--- src/svgl_pkg.sv ---
/*
 Shared constants and types for the nested servo gain loop.
 Assumes a 32-bit AHB-Lite register bus and signed fixed-point data.
*/
package svgl_pkg;
   // ----------------------------------------
   // Arithmetic formats
   // ----------------------------------------
   localparam int SVGL_W = 32;
   localparam int SVGL_G = 16;
   localparam int SVGL_F = 8;
   // ----------------------------------------
   // Register map
   // ----------------------------------------
   localparam logic [7:0] ADDR_CTRL = 8'h00;
   localparam logic [7:0] ADDR_STAT = 8'h04;
   localparam logic [7:0] ADDR_KPP = 8'h08;
   localparam logic [7:0] ADDR_KPI = 8'h0C;
   localparam logic [7:0] ADDR_KVP = 8'h10;
   localparam logic [7:0] ADDR_KVI = 8'h14;
   localparam logic [7:0] ADDR_KVFF = 8'h18;
   localparam logic [7:0] ADDR_KAFF = 8'h1C;
   localparam logic [7:0] ADDR_LIMIT = 8'h20;
   localparam logic [7:0] ADDR_OUT = 8'h24;
   localparam int CTRL_W = 4;
   localparam int STAT_SAT = 0;
   localparam int STAT_BUSY = 1;
   localparam int STAT_FREEZE = 2;
   // ----------------------------------------
   // Reset values
   // ----------------------------------------
   localparam logic [15:0] GAIN_UNITY = 16'h0100;
   localparam logic [15:0] GAIN_ZERO = 16'h0000;
   localparam logic [31:0] LIMIT_RST = 32'h7FFF_FFFF;
   // ----------------------------------------
   // Types
   // ----------------------------------------
   typedef struct packed {
      logic fb_on;
      logic run_lock;
      logic torque_mode;
      logic hold_en;
   } svgl_ctrl_type;
   typedef struct packed {
      logic signed [SVGL_G-1:0] kpp;
      logic signed [SVGL_G-1:0] kpi;
      logic signed [SVGL_G-1:0] kvp;
      logic signed [SVGL_G-1:0] kvi;
      logic signed [SVGL_G-1:0] kvff;
      logic signed [SVGL_G-1:0] kaff;
   } svgl_gain_type;
   typedef enum logic [7:0] {
      ST_IDLE = 8'h01,
      ST_PERR = 8'h02,
      ST_PINT = 8'h04,
      ST_VFF = 8'h08,
      ST_VLOOP = 8'h10,
      ST_VINT = 8'h20,
      ST_AFF = 8'h40,
      ST_OUT = 8'h80
   } svgl_state_type;
endpackage : svgl_pkg

--- src/svgl_sat_mac.sv ---
/*
 Saturating multiply-accumulate: y = clamp(acc + (a*g) >>> F).
 Assumes signed operands; purely combinational.
*/
`timescale 1ns/1ps
module svgl_sat_mac
   import svgl_pkg::*;
#(
   parameter int W = SVGL_W,
   parameter int G = SVGL_G,
   parameter int F = SVGL_F
) (
   input wire logic signed [W-1:0] acc,
   input wire logic signed [W-1:0] a,
   input wire logic signed [G-1:0] g,
   output logic signed [W-1:0] y,
   output logic sat
);
   localparam int P = W + G + 1;
   localparam logic signed [P-1:0] MAXV = P'({1'b0, {(W-1){1'b1}}});
   localparam logic signed [P-1:0] MINV = -MAXV - P'(1);
   if (F >= G || W < 8) begin : g_bad_format
      $error("svgl_sat_mac: bad format");
   end
   wire logic signed [W+G-1:0] prod = a * g;
   wire logic signed [P-1:0] sum = P'(acc) + P'(prod >>> F);
   wire logic hi = sum > MAXV;
   wire logic lo = sum < MINV;
   // Clamp, never wrap
   assign y = hi ? MAXV[W-1:0] : (lo ? MINV[W-1:0] : sum[W-1:0]);
   assign sat = hi | lo;
endmodule : svgl_sat_mac

--- src/svgl_integ.sv ---
/*
 Saturating error accumulator with freeze and clear.
 Assumes one step pulse per servo update.
*/
`timescale 1ns/1ps
module svgl_integ
   import svgl_pkg::*;
#(
   parameter int W = SVGL_W
) (
   input wire logic hclk,
   input wire logic hresetn,
   input wire logic clr,
   input wire logic step,
   input wire logic signed [W-1:0] err,
   output logic signed [W-1:0] acc_reg
);
   localparam logic signed [W:0] MAXV = (W+1)'({1'b0, {(W-1){1'b1}}});
   if (W < 8) begin : g_bad_width
      $error("svgl_integ: width too small");
   end
   wire logic signed [W:0] sum = (W+1)'(acc_reg) + (W+1)'(err);
   wire logic signed [W-1:0] acc_next = (sum > MAXV) ? MAXV[W-1:0] :
      ((sum < -MAXV - (W+1)'(1)) ? (-MAXV[W-1:0] - W'(1)) : sum[W-1:0]);
   always_ff @(posedge hclk or negedge hresetn) begin
      if (!hresetn) acc_reg <= '0;
      else if (clr) acc_reg <= '0;
      else if (step) acc_reg <= acc_next;
   end
endmodule : svgl_integ

--- src/svgl_top.sv ---
/*
 Nested servo gain loop for one axis with its AHB-Lite register file.
 Assumes servo_tick and position/velocity inputs synchronous to hclk.
*/
`timescale 1ns/1ps
module svgl_top
   import svgl_pkg::*;
#(
   parameter int W = SVGL_W
) (
   input wire logic hclk,
   input wire logic hresetn,
   input wire logic hsel,
   input wire logic [31:0] haddr,
   input wire logic [1:0] htrans,
   input wire logic hwrite,
   input wire logic [2:0] hsize,
   input wire logic [31:0] hwdata,
   input wire logic hready,
   output logic [31:0] hrdata,
   output logic hreadyout,
   output logic hresp,
   input wire logic servo_tick,
   input wire logic signed [W-1:0] cmd_pos,
   input wire logic signed [W-1:0] act_pos,
   input wire logic signed [W-1:0] act_vel,
   output logic signed [W-1:0] servo_out,
   output logic out_valid,
   output logic out_sat
);
   if (W != SVGL_W) begin : g_bad_width
      $error("svgl_top: data width must be 32");
   end
   // ----------------------------------------
   // Bus slave
   // ----------------------------------------
   svgl_ctrl_type ctrl_reg;
   svgl_gain_type shadow_reg;
   svgl_gain_type act_reg;
   logic [31:0] limit_reg;
   logic wr_pend_reg;
   logic [7:0] wr_addr_reg;
   logic sat_reg;
   logic freeze_reg;
   svgl_state_type st_reg;
   svgl_state_type st_next;
   wire logic take = hsel & hready & htrans[1];
   wire logic locked = ctrl_reg.run_lock | ctrl_reg.fb_on;
   wire logic wr_ctrl = wr_pend_reg & (wr_addr_reg == ADDR_CTRL);
   wire logic wr_limit = wr_pend_reg & (wr_addr_reg == ADDR_LIMIT);
   // Gain writes dropped while locked
   wire logic wr_gain = wr_pend_reg & ~locked;
   wire logic [15:0] wd16 = hwdata[15:0];
   svgl_gain_type shadow_next;
   assign shadow_next.kpp = (wr_gain && wr_addr_reg == ADDR_KPP) ? wd16 : shadow_reg.kpp;
   assign shadow_next.kpi = (wr_gain && wr_addr_reg == ADDR_KPI) ? wd16 : shadow_reg.kpi;
   assign shadow_next.kvp = (wr_gain && wr_addr_reg == ADDR_KVP) ? wd16 : shadow_reg.kvp;
   assign shadow_next.kvi = (wr_gain && wr_addr_reg == ADDR_KVI) ? wd16 : shadow_reg.kvi;
   assign shadow_next.kvff = (wr_gain && wr_addr_reg == ADDR_KVFF) ? wd16 : shadow_reg.kvff;
   assign shadow_next.kaff = (wr_gain && wr_addr_reg == ADDR_KAFF) ? wd16 : shadow_reg.kaff;
   wire logic [31:0] stat_word = {29'h0, freeze_reg, (st_reg != ST_IDLE), sat_reg};
   wire logic [7:0] ra = haddr[7:0];
   wire logic hit_hi = haddr[31:8] == 24'h00_0000;
   wire logic [31:0] rd_mux =
      !hit_hi ? 32'h0000_0000 :
      (ra == ADDR_CTRL) ? {28'h000_0000, ctrl_reg} :
      (ra == ADDR_STAT) ? stat_word :
      (ra == ADDR_KPP) ? {16'h0000, shadow_reg.kpp} :
      (ra == ADDR_KPI) ? {16'h0000, shadow_reg.kpi} :
      (ra == ADDR_KVP) ? {16'h0000, shadow_reg.kvp} :
      (ra == ADDR_KVI) ? {16'h0000, shadow_reg.kvi} :
      (ra == ADDR_KVFF) ? {16'h0000, shadow_reg.kvff} :
      (ra == ADDR_KAFF) ? {16'h0000, shadow_reg.kaff} :
      (ra == ADDR_LIMIT) ? limit_reg :
      (ra == ADDR_OUT) ? servo_out : 32'h0000_0000;
   always_ff @(posedge hclk or negedge hresetn) begin
      if (!hresetn) begin
         wr_pend_reg <= 1'b0;
         wr_addr_reg <= 8'h00;
         hrdata <= 32'h0000_0000;
         hreadyout <= 1'b1;
         hresp <= 1'b0;
      end else begin
         wr_pend_reg <= take & hwrite & hit_hi;
         wr_addr_reg <= ra;
         hrdata <= (take & ~hwrite) ? rd_mux : 32'h0000_0000;
         hreadyout <= 1'b1;
         hresp <= 1'b0;
      end
   end
   always_ff @(posedge hclk or negedge hresetn) begin
      if (!hresetn) begin
         ctrl_reg <= '0;
         limit_reg <= LIMIT_RST;
         shadow_reg <= '{GAIN_ZERO, GAIN_ZERO, GAIN_ZERO, GAIN_ZERO, GAIN_UNITY, GAIN_UNITY};
      end else begin
         if (wr_ctrl) ctrl_reg <= svgl_ctrl_type'(hwdata[CTRL_W-1:0]);
         if (wr_limit) limit_reg <= {1'b0, hwdata[30:0]};
         shadow_reg <= shadow_next;
      end
   end
   // ----------------------------------------
   // Update sequencer
   // ----------------------------------------
   wire logic start = (st_reg == ST_IDLE) & servo_tick;
   logic signed [W-1:0] cpos_prev_reg;
   logic signed [W-1:0] cvel_reg;
   logic signed [W-1:0] cacc_reg;
   logic signed [W-1:0] perr_reg;
   logic signed [W-1:0] avel_reg;
   logic signed [W-1:0] vcmd_reg;
   logic signed [W-1:0] trq_reg;
   wire logic signed [W-1:0] cvel_new = cmd_pos - cpos_prev_reg;
   wire logic torque = ctrl_reg.torque_mode;
   // Integrators stop on saturation, or in motion when hold is set
   wire logic freeze_new = sat_reg | (ctrl_reg.hold_en & (cvel_new != '0));
   always_comb begin
      unique case (st_reg)
         ST_IDLE: st_next = start ? ST_PERR : ST_IDLE;
         ST_PERR: st_next = ST_PINT;
         ST_PINT: st_next = ST_VFF;
         ST_VFF: st_next = ST_VLOOP;
         ST_VLOOP: st_next = ST_VINT;
         ST_VINT: st_next = ST_AFF;
         ST_AFF: st_next = ST_OUT;
         ST_OUT: st_next = ST_IDLE;
         default: st_next = ST_IDLE;
      endcase
   end
   // ----------------------------------------
   // Shared multiply-accumulate
   // ----------------------------------------
   logic signed [W-1:0] pint_reg;
   logic signed [W-1:0] vint_reg;
   wire logic signed [W-1:0] verr = vcmd_reg - avel_reg;
   wire logic signed [W-1:0] mac_acc =
      (st_reg == ST_PERR) ? '0 :
      (st_reg == ST_VLOOP) ? '0 :
      (st_reg == ST_VINT || st_reg == ST_AFF) ? trq_reg : vcmd_reg;
   wire logic signed [W-1:0] mac_a =
      (st_reg == ST_PERR) ? perr_reg :
      (st_reg == ST_PINT) ? pint_reg :
      (st_reg == ST_VFF) ? cvel_reg :
      (st_reg == ST_VLOOP) ? verr :
      (st_reg == ST_VINT) ? vint_reg : cacc_reg;
   wire logic signed [SVGL_G-1:0] mac_g =
      (st_reg == ST_PERR) ? act_reg.kpp :
      (st_reg == ST_PINT) ? act_reg.kpi :
      (st_reg == ST_VFF) ? act_reg.kvff :
      (st_reg == ST_VLOOP) ? act_reg.kvp :
      (st_reg == ST_VINT) ? act_reg.kvi : act_reg.kaff;
   logic signed [W-1:0] mac_y;
   // Term clamps stay internal; only the drive limit raises the flag
   svgl_sat_mac #(.W(W), .G(SVGL_G), .F(SVGL_F)) u_mac (
      .acc(mac_acc),
      .a(mac_a),
      .g(mac_g),
      .y(mac_y),
      .sat()
   );
   // ----------------------------------------
   // Integrators
   // ----------------------------------------
   wire logic pint_step = (st_reg == ST_PERR) & ~freeze_reg;
   wire logic vint_step = (st_reg == ST_VLOOP) & ~freeze_reg & torque;
   svgl_integ #(.W(W)) u_pint (
      .hclk(hclk),
      .hresetn(hresetn),
      .clr(~ctrl_reg.fb_on),
      .step(pint_step),
      .err(perr_reg),
      .acc_reg(pint_reg)
   );
   svgl_integ #(.W(W)) u_vint (
      .hclk(hclk),
      .hresetn(hresetn),
      .clr(~ctrl_reg.fb_on | ~torque),
      .step(vint_step),
      .err(verr),
      .acc_reg(vint_reg)
   );
   // ----------------------------------------
   // Loop terms and output
   // ----------------------------------------
   wire logic signed [W-1:0] lim = limit_reg;
   wire logic out_hi = trq_reg > lim;
   wire logic out_lo = trq_reg < -lim;
   // Clamp to the programmed drive range
   wire logic signed [W-1:0] clamped = out_hi ? lim : (out_lo ? -lim : trq_reg);
   always_ff @(posedge hclk or negedge hresetn) begin
      if (!hresetn) st_reg <= ST_IDLE;
      else st_reg <= st_next;
   end
   always_ff @(posedge hclk or negedge hresetn) begin
      if (!hresetn) begin
         act_reg <= '{GAIN_ZERO, GAIN_ZERO, GAIN_ZERO, GAIN_ZERO, GAIN_UNITY, GAIN_UNITY};
         cpos_prev_reg <= '0;
         cvel_reg <= '0;
         cacc_reg <= '0;
         perr_reg <= '0;
         avel_reg <= '0;
         freeze_reg <= 1'b0;
      end else if (start) begin
         act_reg <= shadow_reg;
         cpos_prev_reg <= cmd_pos;
         cvel_reg <= cvel_new;
         cacc_reg <= cvel_new - cvel_reg;
         perr_reg <= cmd_pos - act_pos;
         avel_reg <= act_vel;
         freeze_reg <= freeze_new;
      end
   end
   always_ff @(posedge hclk or negedge hresetn) begin
      if (!hresetn) begin
         vcmd_reg <= '0;
         trq_reg <= '0;
      end else begin
         unique case (st_reg)
            ST_PERR: vcmd_reg <= mac_y;
            ST_PINT: vcmd_reg <= mac_y;
            ST_VFF: vcmd_reg <= mac_y;
            // Velocity drive takes the velocity command itself
            ST_VLOOP: trq_reg <= torque ? mac_y : vcmd_reg;
            ST_VINT: trq_reg <= torque ? mac_y : trq_reg;
            ST_AFF: trq_reg <= torque ? mac_y : trq_reg;
            default: trq_reg <= trq_reg;
         endcase
      end
   end
   always_ff @(posedge hclk or negedge hresetn) begin
      if (!hresetn) begin
         servo_out <= '0;
         out_valid <= 1'b0;
         out_sat <= 1'b0;
         sat_reg <= 1'b0;
      end else begin
         out_valid <= st_reg == ST_OUT;
         if (st_reg == ST_OUT) begin
            servo_out <= clamped;
            sat_reg <= out_hi | out_lo;
            out_sat <= out_hi | out_lo;
         end
      end
   end
endmodule : svgl_top

--- config.mk ---
export PLATFORM = sky130hd
export DESIGN_NAME = svgl_top
export DESIGN_NICKNAME = d
export VERILOG_FILES = /design/src/svgl_pkg.sv /design/src/svgl_sat_mac.sv /design/src/svgl_integ.sv /design/src/svgl_top.sv
export SDC_FILE = /design/constraint.sdc
export NUM_CORES = 2
export LEC_CHECK = 0
export BUFFER_PORTS_ARGS = -buffer_cell sky130_fd_sc_hd__buf_2
export CORE_UTILIZATION = 48
export DETAILED_ROUTE_END_ITERATION = 8
export GPL_TIMING_DRIVEN = 0
export SETUP_SLACK_MARGIN = 0.02
export SYNTH_ARGS = -nofsm -noshare
export SYNTH_HDL_FRONTEND = slang
export SYNTH_HIERARCHICAL = 1
export SYNTH_SLANG_ARGS = --single-unit
export TNS_END_PERCENT = 10
--- constraint.sdc ---
create_clock -name hclk -period 20.1 [get_ports hclk]
set_input_delay 2.01 -clock hclk [delete_from_list [all_inputs] [get_ports hclk]]
set_output_delay 2.01 -clock hclk [all_outputs]
set_load 0.02 [all_outputs]
# ---- Word-level counts from Yosys, hierarchy flattened
# Cells that the tools add are included.
dict set report word_totals {
  output_inout_bits 68
  register_bits 599
  in_bits 171
  wordCells 158
}
dict set report op_classes {
  bitwise 22
  n_eq_ne 27
  n_reduce_logical 16
  magnitude_cmp 8
  mul 1
  mux 42
  addsub 8
}
# operator n
set op_table {}
lappend op_table {{32-bit 2-to-1 mux} 34}
lappend op_table {{32-bit subtractor} 4}
lappend op_table {{16-bit 2-to-1 mux} 5}
lappend op_table {{8-bit by 5-bit == test with 1-bit output (second input constant)} 9}
lappend op_table {{32-bit by 32-bit adder with 33-bit output} 2}
lappend op_table {{33-bit by 32-bit greater-than comparator with 1-bit output (second input constant)} 2}
lappend op_table {{33-bit by 32-bit less-than comparator with 1-bit output (second input constant)} 2}
lappend op_table {{32-bit one-hot mux with 2 select lines} 1}
lappend op_table {{8-bit one-hot mux with 7 select lines} 1}
lappend op_table {{49-bit by 32-bit greater-than comparator with 1-bit output (second input constant)} 1}
lappend op_table {{49-bit by 32-bit less-than comparator with 1-bit output (second input constant)} 1}
lappend op_table {{32-bit by 16-bit multiplier with 48-bit output} 1}
lappend op_table {{32-bit by 40-bit adder with 41-bit output} 1}
lappend op_table {{8-bit by 4-bit == test with 1-bit output (second input constant)} 5}
lappend op_table {{8-bit by 6-bit == test with 1-bit output (second input constant)} 4}
lappend op_table {{32-bit greater-than comparator} 1}
lappend op_table {{32-bit less-than comparator} 1}
lappend op_table {{31-bit negator with 32-bit output} 1}
lappend op_table {{32-bit nonzero test} 1}
lappend op_table {{24-bit logical NOT} 1}
lappend op_table {{8-bit by 3-bit == test with 1-bit output (second input constant)} 2}
lappend op_table {{8-bit logical NOT} 2}
lappend op_table {{1-bit AND} 13}
lappend op_table {{8-bit by 1-bit == test with 1-bit output (second input constant)} 1}
lappend op_table {{14 further kinds} 28}

# ---- Depth between registers and ports, before layout
dict set report logic_depth {
  depth_word 13
  mapped_depth 52
  ltp_nobuf 51
}

# ---- Hierarchy
# Netlist, hierarchy kept.
# module cells_each seq_area_each_um2 area_each_um2 instances
set by_module_without_submodules {}
lappend by_module_without_submodules {svgl_top 3836 13432.9 33138.0 1}
lappend by_module_without_submodules {svgl_sat_mac 2360 0.0 19931.6 1}
lappend by_module_without_submodules {svgl_integ 318 800.8 2946.6 2}

# ---- Least setup slack after synthesis
# OpenSTA, ideal clock, no wires.
dict set report synth_timing {
  path_kind {register to register}
  from {register vcmd_reg[0]}
  to {register trq_reg[4]}
  stages_incl_launch_ff 48
  required_time_ns 20.017
  path_slack_ns 8.690
  setup_time_ns 0.083
  t_arrival_ns 11.327
  n_path_buf 3
  period_less_slack_ns 11.410
  cell_sequence {dfrtp_1 -> inv_1 -> ha_1 -> fa_1 -> nor2b_1 -> o21ai_0 -> a2111oi_0 -> a211oi_1 -> o21ai_0 -> a21o_1 -> a21oi_1 -> xnor2_1 -> o211ai_1 -> and3_1 -> o21ai_0 -> clkbuf_1 -> nand2_1 -> fa_1 -> (+12 left out) -> o2bb2ai_1 -> or3_1 -> clkbuf_1 -> o21ai_0 -> o21ai_0 -> a21oi_1 -> xnor2_1 -> ha_1 -> or4_1 -> a41oi_1 -> mux2_2 -> nor3_1 -> nand2_1 -> o41a_1 -> buf_6 -> o31ai_2 -> mux2i_1 -> o21ai_0}
}
dict set report synth_via {
  elab_chain_cells 12
  elab_cells_between_ends 17
  classes_between {2 x add/sub; 1 x mul; 2 x order compare; 12 x mux}
}
# item line_no
set synth_rtl {}
lappend synth_rtl {{from (decl)} svgl_top.sv:111} ;# logic signed [W-1:0] vcmd_reg;
lappend synth_rtl {{from (signal assigned)} svgl_top.sv:219} ;# ST_PERR: vcmd_reg <= mac_y;
lappend synth_rtl {{from (signal assigned)} svgl_top.sv:220} ;# ST_PINT: vcmd_reg <= mac_y;
lappend synth_rtl {{from (signal assigned)} svgl_top.sv:221} ;# ST_VFF: vcmd_reg <= mac_y;
lappend synth_rtl {{32-bit subtractor (*)} svgl_top.sv:135} ;# wire logic signed [W-1:0] verr = vcmd_reg - avel_reg;
lappend synth_rtl {{named net verr[20]} svgl_top.sv:135}
lappend synth_rtl {{32-bit 2-to-1 mux (*)} svgl_top.sv:144} ;# (st_reg == ST_VLOOP) ? verr :
lappend synth_rtl {{32-bit 2-to-1 mux (*)} svgl_top.sv:143} ;# (st_reg == ST_VFF) ? cvel_reg :
lappend synth_rtl {{32-bit 2-to-1 mux (*)} svgl_top.sv:142} ;# (st_reg == ST_PINT) ? pint_reg :
lappend synth_rtl {{32-bit 2-to-1 mux (*)} svgl_top.sv:141} ;# (st_reg == ST_PERR) ? perr_reg :
lappend synth_rtl {{named net mac_a[20]} svgl_top.sv:140} ;# wire logic signed [W-1:0] mac_a =
lappend synth_rtl {{32-bit by 16-bit multiplier with 48-bit output (*)} svgl_sat_mac.sv:25} ;# wire logic signed [W+G-1:0] prod = a * g;
lappend synth_rtl {{32-bit by 40-bit adder with 41-bit output (*)} svgl_sat_mac.sv:26} ;# wire logic signed [P-1:0] sum = P'(acc) + P'(prod >>> F);
lappend synth_rtl {{49-bit by 32-bit less-than comparator with 1-bit output} svgl_sat_mac.sv:28} ;# wire logic lo = sum < MINV;
lappend synth_rtl {{32-bit 2-to-1 mux} svgl_sat_mac.sv:30} ;# assign y = hi ? MAXV[W-1:0] : (lo ? MINV[W-1:0] : sum[W-1:0]);
lappend synth_rtl {{32-bit 2-to-1 mux (*)} svgl_sat_mac.sv:30}
lappend synth_rtl {{named net mac_y[4]} svgl_top.sv:152} ;# logic signed [W-1:0] mac_y;
lappend synth_rtl {{32-bit 2-to-1 mux, on equally long branches} {svgl_top.sv:224, svgl_top.sv:225, svgl_top.sv:223}}
lappend synth_rtl {{32-bit one-hot mux with 2 select lines (*)} svgl_top.sv:218} ;# unique case (st_reg)
lappend synth_rtl {{to (signal assigned)} svgl_top.sv:224} ;# ST_VINT: trq_reg <= torque ? mac_y : trq_reg;
lappend synth_rtl {{to (signal assigned)} svgl_top.sv:225} ;# ST_AFF: trq_reg <= torque ? mac_y : trq_reg;
lappend synth_rtl {{to (signal assigned)} svgl_top.sv:226} ;# default: trq_reg <= trq_reg;
lappend synth_rtl {{to (decl)} svgl_top.sv:112} ;# logic signed [W-1:0] trq_reg;
# The timed path passes the listed nets; every way through them passes the cells marked *. The select of a mux whose other input is x is not followed.
# A chain may end at the register's enable or synchronous reset.

# ---- Worst setup path after layout
dict set report layout_timing {
  from {register st_reg[1]}
  to {register trq_reg[9]}
}
dict set report layout_via {
  elab_chain_cells 13
  elab_cells_between_ends 33
  classes_between {1 x add/sub; 1 x mul; 2 x order compare; 7 x eq/ne; 18 x mux; 4 x reduce/logical}
}
# item line_no
set layout_rtl {}
lappend layout_rtl {{from (decl)} svgl_top.sv:45} ;# svgl_state_type st_reg;
lappend layout_rtl {{from (signal assigned)} svgl_top.sv:192} ;# else st_reg <= st_next;
lappend layout_rtl {{8-bit by 6-bit == test with 1-bit output} svgl_top.sv:151} ;# (st_reg == ST_VINT) ? act_reg.kvi : act_reg.kaff;
lappend layout_rtl {{16-bit 2-to-1 mux} svgl_top.sv:151}
lappend layout_rtl {{16-bit 2-to-1 mux} svgl_top.sv:150} ;# (st_reg == ST_VLOOP) ? act_reg.kvp :
lappend layout_rtl {{16-bit 2-to-1 mux} svgl_top.sv:149} ;# (st_reg == ST_VFF) ? act_reg.kvff :
lappend layout_rtl {{16-bit 2-to-1 mux} svgl_top.sv:148} ;# (st_reg == ST_PINT) ? act_reg.kpi :
lappend layout_rtl {{16-bit 2-to-1 mux (*)} svgl_top.sv:147} ;# (st_reg == ST_PERR) ? act_reg.kpp :
lappend layout_rtl {{named net mac_g[15]} svgl_top.sv:146} ;# wire logic signed [SVGL_G-1:0] mac_g =
lappend layout_rtl {{32-bit by 16-bit multiplier with 48-bit output (*)} svgl_sat_mac.sv:25}
lappend layout_rtl {{32-bit by 40-bit adder with 41-bit output (*)} svgl_sat_mac.sv:26}
lappend layout_rtl {{49-bit by 32-bit less-than comparator with 1-bit output} svgl_sat_mac.sv:28}
lappend layout_rtl {{32-bit 2-to-1 mux} svgl_sat_mac.sv:30}
lappend layout_rtl {{32-bit 2-to-1 mux (*)} svgl_sat_mac.sv:30}
lappend layout_rtl {{named net mac_y[9]} svgl_top.sv:152}
lappend layout_rtl {{32-bit 2-to-1 mux, on equally long branches} {svgl_top.sv:224, svgl_top.sv:225, svgl_top.sv:223}}
lappend layout_rtl {{32-bit one-hot mux with 2 select lines (*)} svgl_top.sv:218}
# Marked as above.

==> load_flow_metrics.sql <==
INSERT INTO impl_metrics (metric_group, metric, value, unit) VALUES
('status', 'status', 'complete, but fails checks', ''),
('status', 'violated_checks', 'max-capacitance violations, max-slew violations', ''),
('global_route', 'via_count_of_the_first_global_routing_pass', '51800', ''),
('power', 'p_sw', '5960', 'uW'),
('detailed_routing', 'route.vias.total', '52200', ''),
('setup_path', 'top_cell_family_by_delay_on_the_critical_path', 'compound AO/OA/AOI/OAI gates', ''),
('sta', 'timing.final.max_slew_violations', '8', ''),
('clocking', 'post_cts_buffers', '0', ''),
('detailed_routing', 'finalWirelength', '216', 'mm'),
('sta', 'setup_violations', '0', ''),
('global_route', 'antenna_found_initial', '6', ''),
('run', 'max_cap_violations', '1', ''),
('power', 'fin_total_pwr', '11000', 'uW'),
('global_route', 'total_routing_usage_gr', '34.6', '%'),
('synthesis', 'yosys_warnings', '6', ''),
('sta', 'max-slew-margin-rel', '-2.25', '%'),
('detailed_routing', 'route.detailed.wl_per_inst', '24.4', 'microns'),
('detailed_routing', 'drt_iter0_drc', '5230', ''),
('setup_path', 'reg2reg_setup_slack', '4.45', 'ns'),
('setup_path', 'cp.required', '20.71', 'ns'),
('global_route', 'pin_count_of_the_biggest_net_entering_global_routing', '112', ''),
('placed_design', 'hpwlAfterDp', '176', 'mm'),
('detailed_routing', 'firstDrtPassIters', '6', ''),
('clocking', 'cts_tree', 'yes', ''),
('synthesis', 'synth_fp_nets', '7896', ''),
('power', 'share_of_power_burned_in_registers', '15.9', '%'),
('setup_path', 'crit_path_frequent_cell', 'sky130_fd_sc_hd__fa_1', ''),
('setup_path', 'rr_worst_depth', '40', ''),
('floorplanning', 'rows', '128', ''),
('detailed_routing', 'drcViolationCount', '0', ''),
('power', 'intPower', '5050', 'uW'),
('cells_and_area', 'filler_cell_count', '11700', ''),
('global_route', 'overflow', '0', ''),
('setup_path', 'worst_r2r_endpoint', 'trq_reg[9]', ''),
('clocking', 'htree_levels', '3', ''),
('setup_path', 'r2r_start', 'st_reg[1]', ''),
('hold_path', 'holdCritStartpoint', 'shadow_reg[8]', ''),
('clocking', 'ctsRootBufferMaster', 'sky130_fd_sc_hd__clkbuf_16', ''),
('cells_and_area', 'synthToLayoutAreaGrowth', '10.4', '%'),
('setup_path', 'cp_num_buf_inv', '7', ''),
('clocking', 'clock_insertion_delay_worst_skew', '0.70', 'ns'),
('floorplanning', 'fp.dieH', '352', 'microns'),
('cells_and_area', 'post_route_cells_drive_above_1_share', '9.92', '%'),
('setup_path', 'timing.critical_path.slowest_cell_delay', '1.02', 'ns'),
('setup_path', 'arrival', '16.26', 'ns'),
('setup_path', 'setup.worst_path.class', 'flip-flop to flip-flop', ''),
('sta', 'hold_violations', '0', ''),
('power', 'leak_pwr', '0.0317', 'uW'),
('floorplanning', 'core-area', '122000', 'sq um'),
('power', 'pwr_density_cell', '169', 'nW/um^2'),
('detailed_routing', 'drt-vias-per-instance', '5.90', ''),
('hold_path', 'min_path_type', 'flip-flop to flip-flop', ''),
('cells_and_area', 'fin_nets', '8233', ''),
('synthesis', 'mappedNetlistArea', '59000', 'sq um'),
('sta', 'setup_total_negative_slack', '0', 'ns'),
('floorplanning', 'ioPinCount', '239', ''),
('clocking', 'postCtsHoldBufs', '0', ''),
('setup_path', 'cpMaxStageDelayCell', 'sky130_fd_sc_hd__o21ai_0', ''),
('sta', 'worst_pin_slew', '1.52', 'ns'),
('placed_design', 'global_placement_routability_congestion', '0.999', ''),
('sta', 'timing.clock.skew', '0.0526', 'ns'),
('clocking', 'number_of_buffers_added_by_the_clock_tree_synthesis_step', '73', ''),
('clocking', 'cts.clk_slew.worst_paths', '0.06', 'ns'),
('synthesis', 'syn_inst_count', '6830', ''),
('hold_path', 'whs_endpoint', 'act_reg[8]', ''),
('floorplanning', 'die_w', '352', 'microns'),
('clocking', 'cts-root-to-sink-buffers', '3', ''),
('setup_path', 'end_kind', 'flip-flop', ''),
('setup_path', 'startpoint_type', 'flip-flop', ''),
('global_route', 'grt_pass1_wl', '325', 'mm'),
('sta', 'layout_worst_path_cycle_share', '77.9', '%');
==> stage by stage <==
step / utilization (%) / instances / area, sq um / hold slack (ns) / worst slack, ns
6_report: 53.4 / 8854 / 65100 / 0.462 / 4.45
5_1_grt: 53.4 / 8850 / 65100 / 0.491 / 4.00
4_1_cts: 53.4 / 8849 / 65000 / 0.466 / 4.76
3_5_place_dp: 51.3 / 8716 / 62500 / 0.458 / 4.83
3_3_place_gp: 51.0 / 8686 / 62100 / 0.452 / 3.95
2_1_floorplan: - / 6830 / 59000 / 0.439 / 8.72
==> worst reg2reg max path, delay by kind of cell, from the launching register on <==
| family | cells | cell delay (ns) |
|---|---|---|
| flip-flops | 1 | 0.42 |
| AND/OR/NAND/NOR | 7 | 2.46 |
| XOR/XNOR | 1 | 0.31 |
| buffers and inverters | 7 | 2.56 |
| AO/OA/AOI/OAI | 17 | 5.89 |
| adder cells (fa/ha/maj) | 8 | 3.94 |
==> power by group through the flow <==
stage / clock (uW) / combinational [uW] / sequential [uW]
2_1_floorplan: 0 / 5360 / 1620
3_3_place_gp: 0 / 7580 / 1760
3_5_place_dp: 0 / 7640 / 1760
4_1_cts: 1430 / 7690 / 1740
5_1_grt: 1470 / 8550 / 1770
6_report: 1410 / 7850 / 1750
==> area by class of cell <==
| class | instances | share of cell area [%] |
|---|---|---|
| Multi-Input combinational cell | 5117 | 60.9 |
| Clock inverter | 36 | 0.723 |
| Clock buffer | 97 | 3.13 |
| Sequential cell | 599 | 23.1 |
| Inverter | 797 | 4.60 |
| Antenna cell | 4 | 0.0154 |
| Timing Repair Buffer | 262 | 2.38 |
| Buffer | 317 | 2.03 |
| Tap cell | 1625 | 3.12 |
==> layout by cell type (no fill, tap or decap), types with 86 or more instances in the layout <==
cell,count
sky130_fd_sc_hd__a21o_1,135
sky130_fd_sc_hd__a21oi_1,379
sky130_fd_sc_hd__and2_1,214
sky130_fd_sc_hd__buf_2,240
sky130_fd_sc_hd__clkbuf_1,276
sky130_fd_sc_hd__dfrtp_1,563
sky130_fd_sc_hd__fa_1,492
sky130_fd_sc_hd__ha_1,403
sky130_fd_sc_hd__inv_1,793
sky130_fd_sc_hd__mux2_2,167
sky130_fd_sc_hd__nand2_1,1216
sky130_fd_sc_hd__nand3_1,86
sky130_fd_sc_hd__nor2_1,345
sky130_fd_sc_hd__o21ai_0,366
sky130_fd_sc_hd__xnor2_1,176
sky130_fd_sc_hd__xor2_1,89
==> worst max path at each step <==
stage,end,slack [ns],cells past startpoint
global placement,avel_reg[21],3.95,1
detailed placement,trq_reg[14],4.83,40
global route,trq_reg[9],4.00,41
finish,trq_reg[9],4.45,40
floorplan,trq_reg[4],8.72,47
CTS,trq_reg[14],4.76,40
==> routing by layer <==
metal	share of wire [%]	wire [microns]	track usage [%]
met5	0.013	27	0
met3	8.4	18100	6.44
met4	4.8	10300	14.9
met1	44	94500	49.1
met2	43	92800	51.5
(Power assumes the default switching activity.)
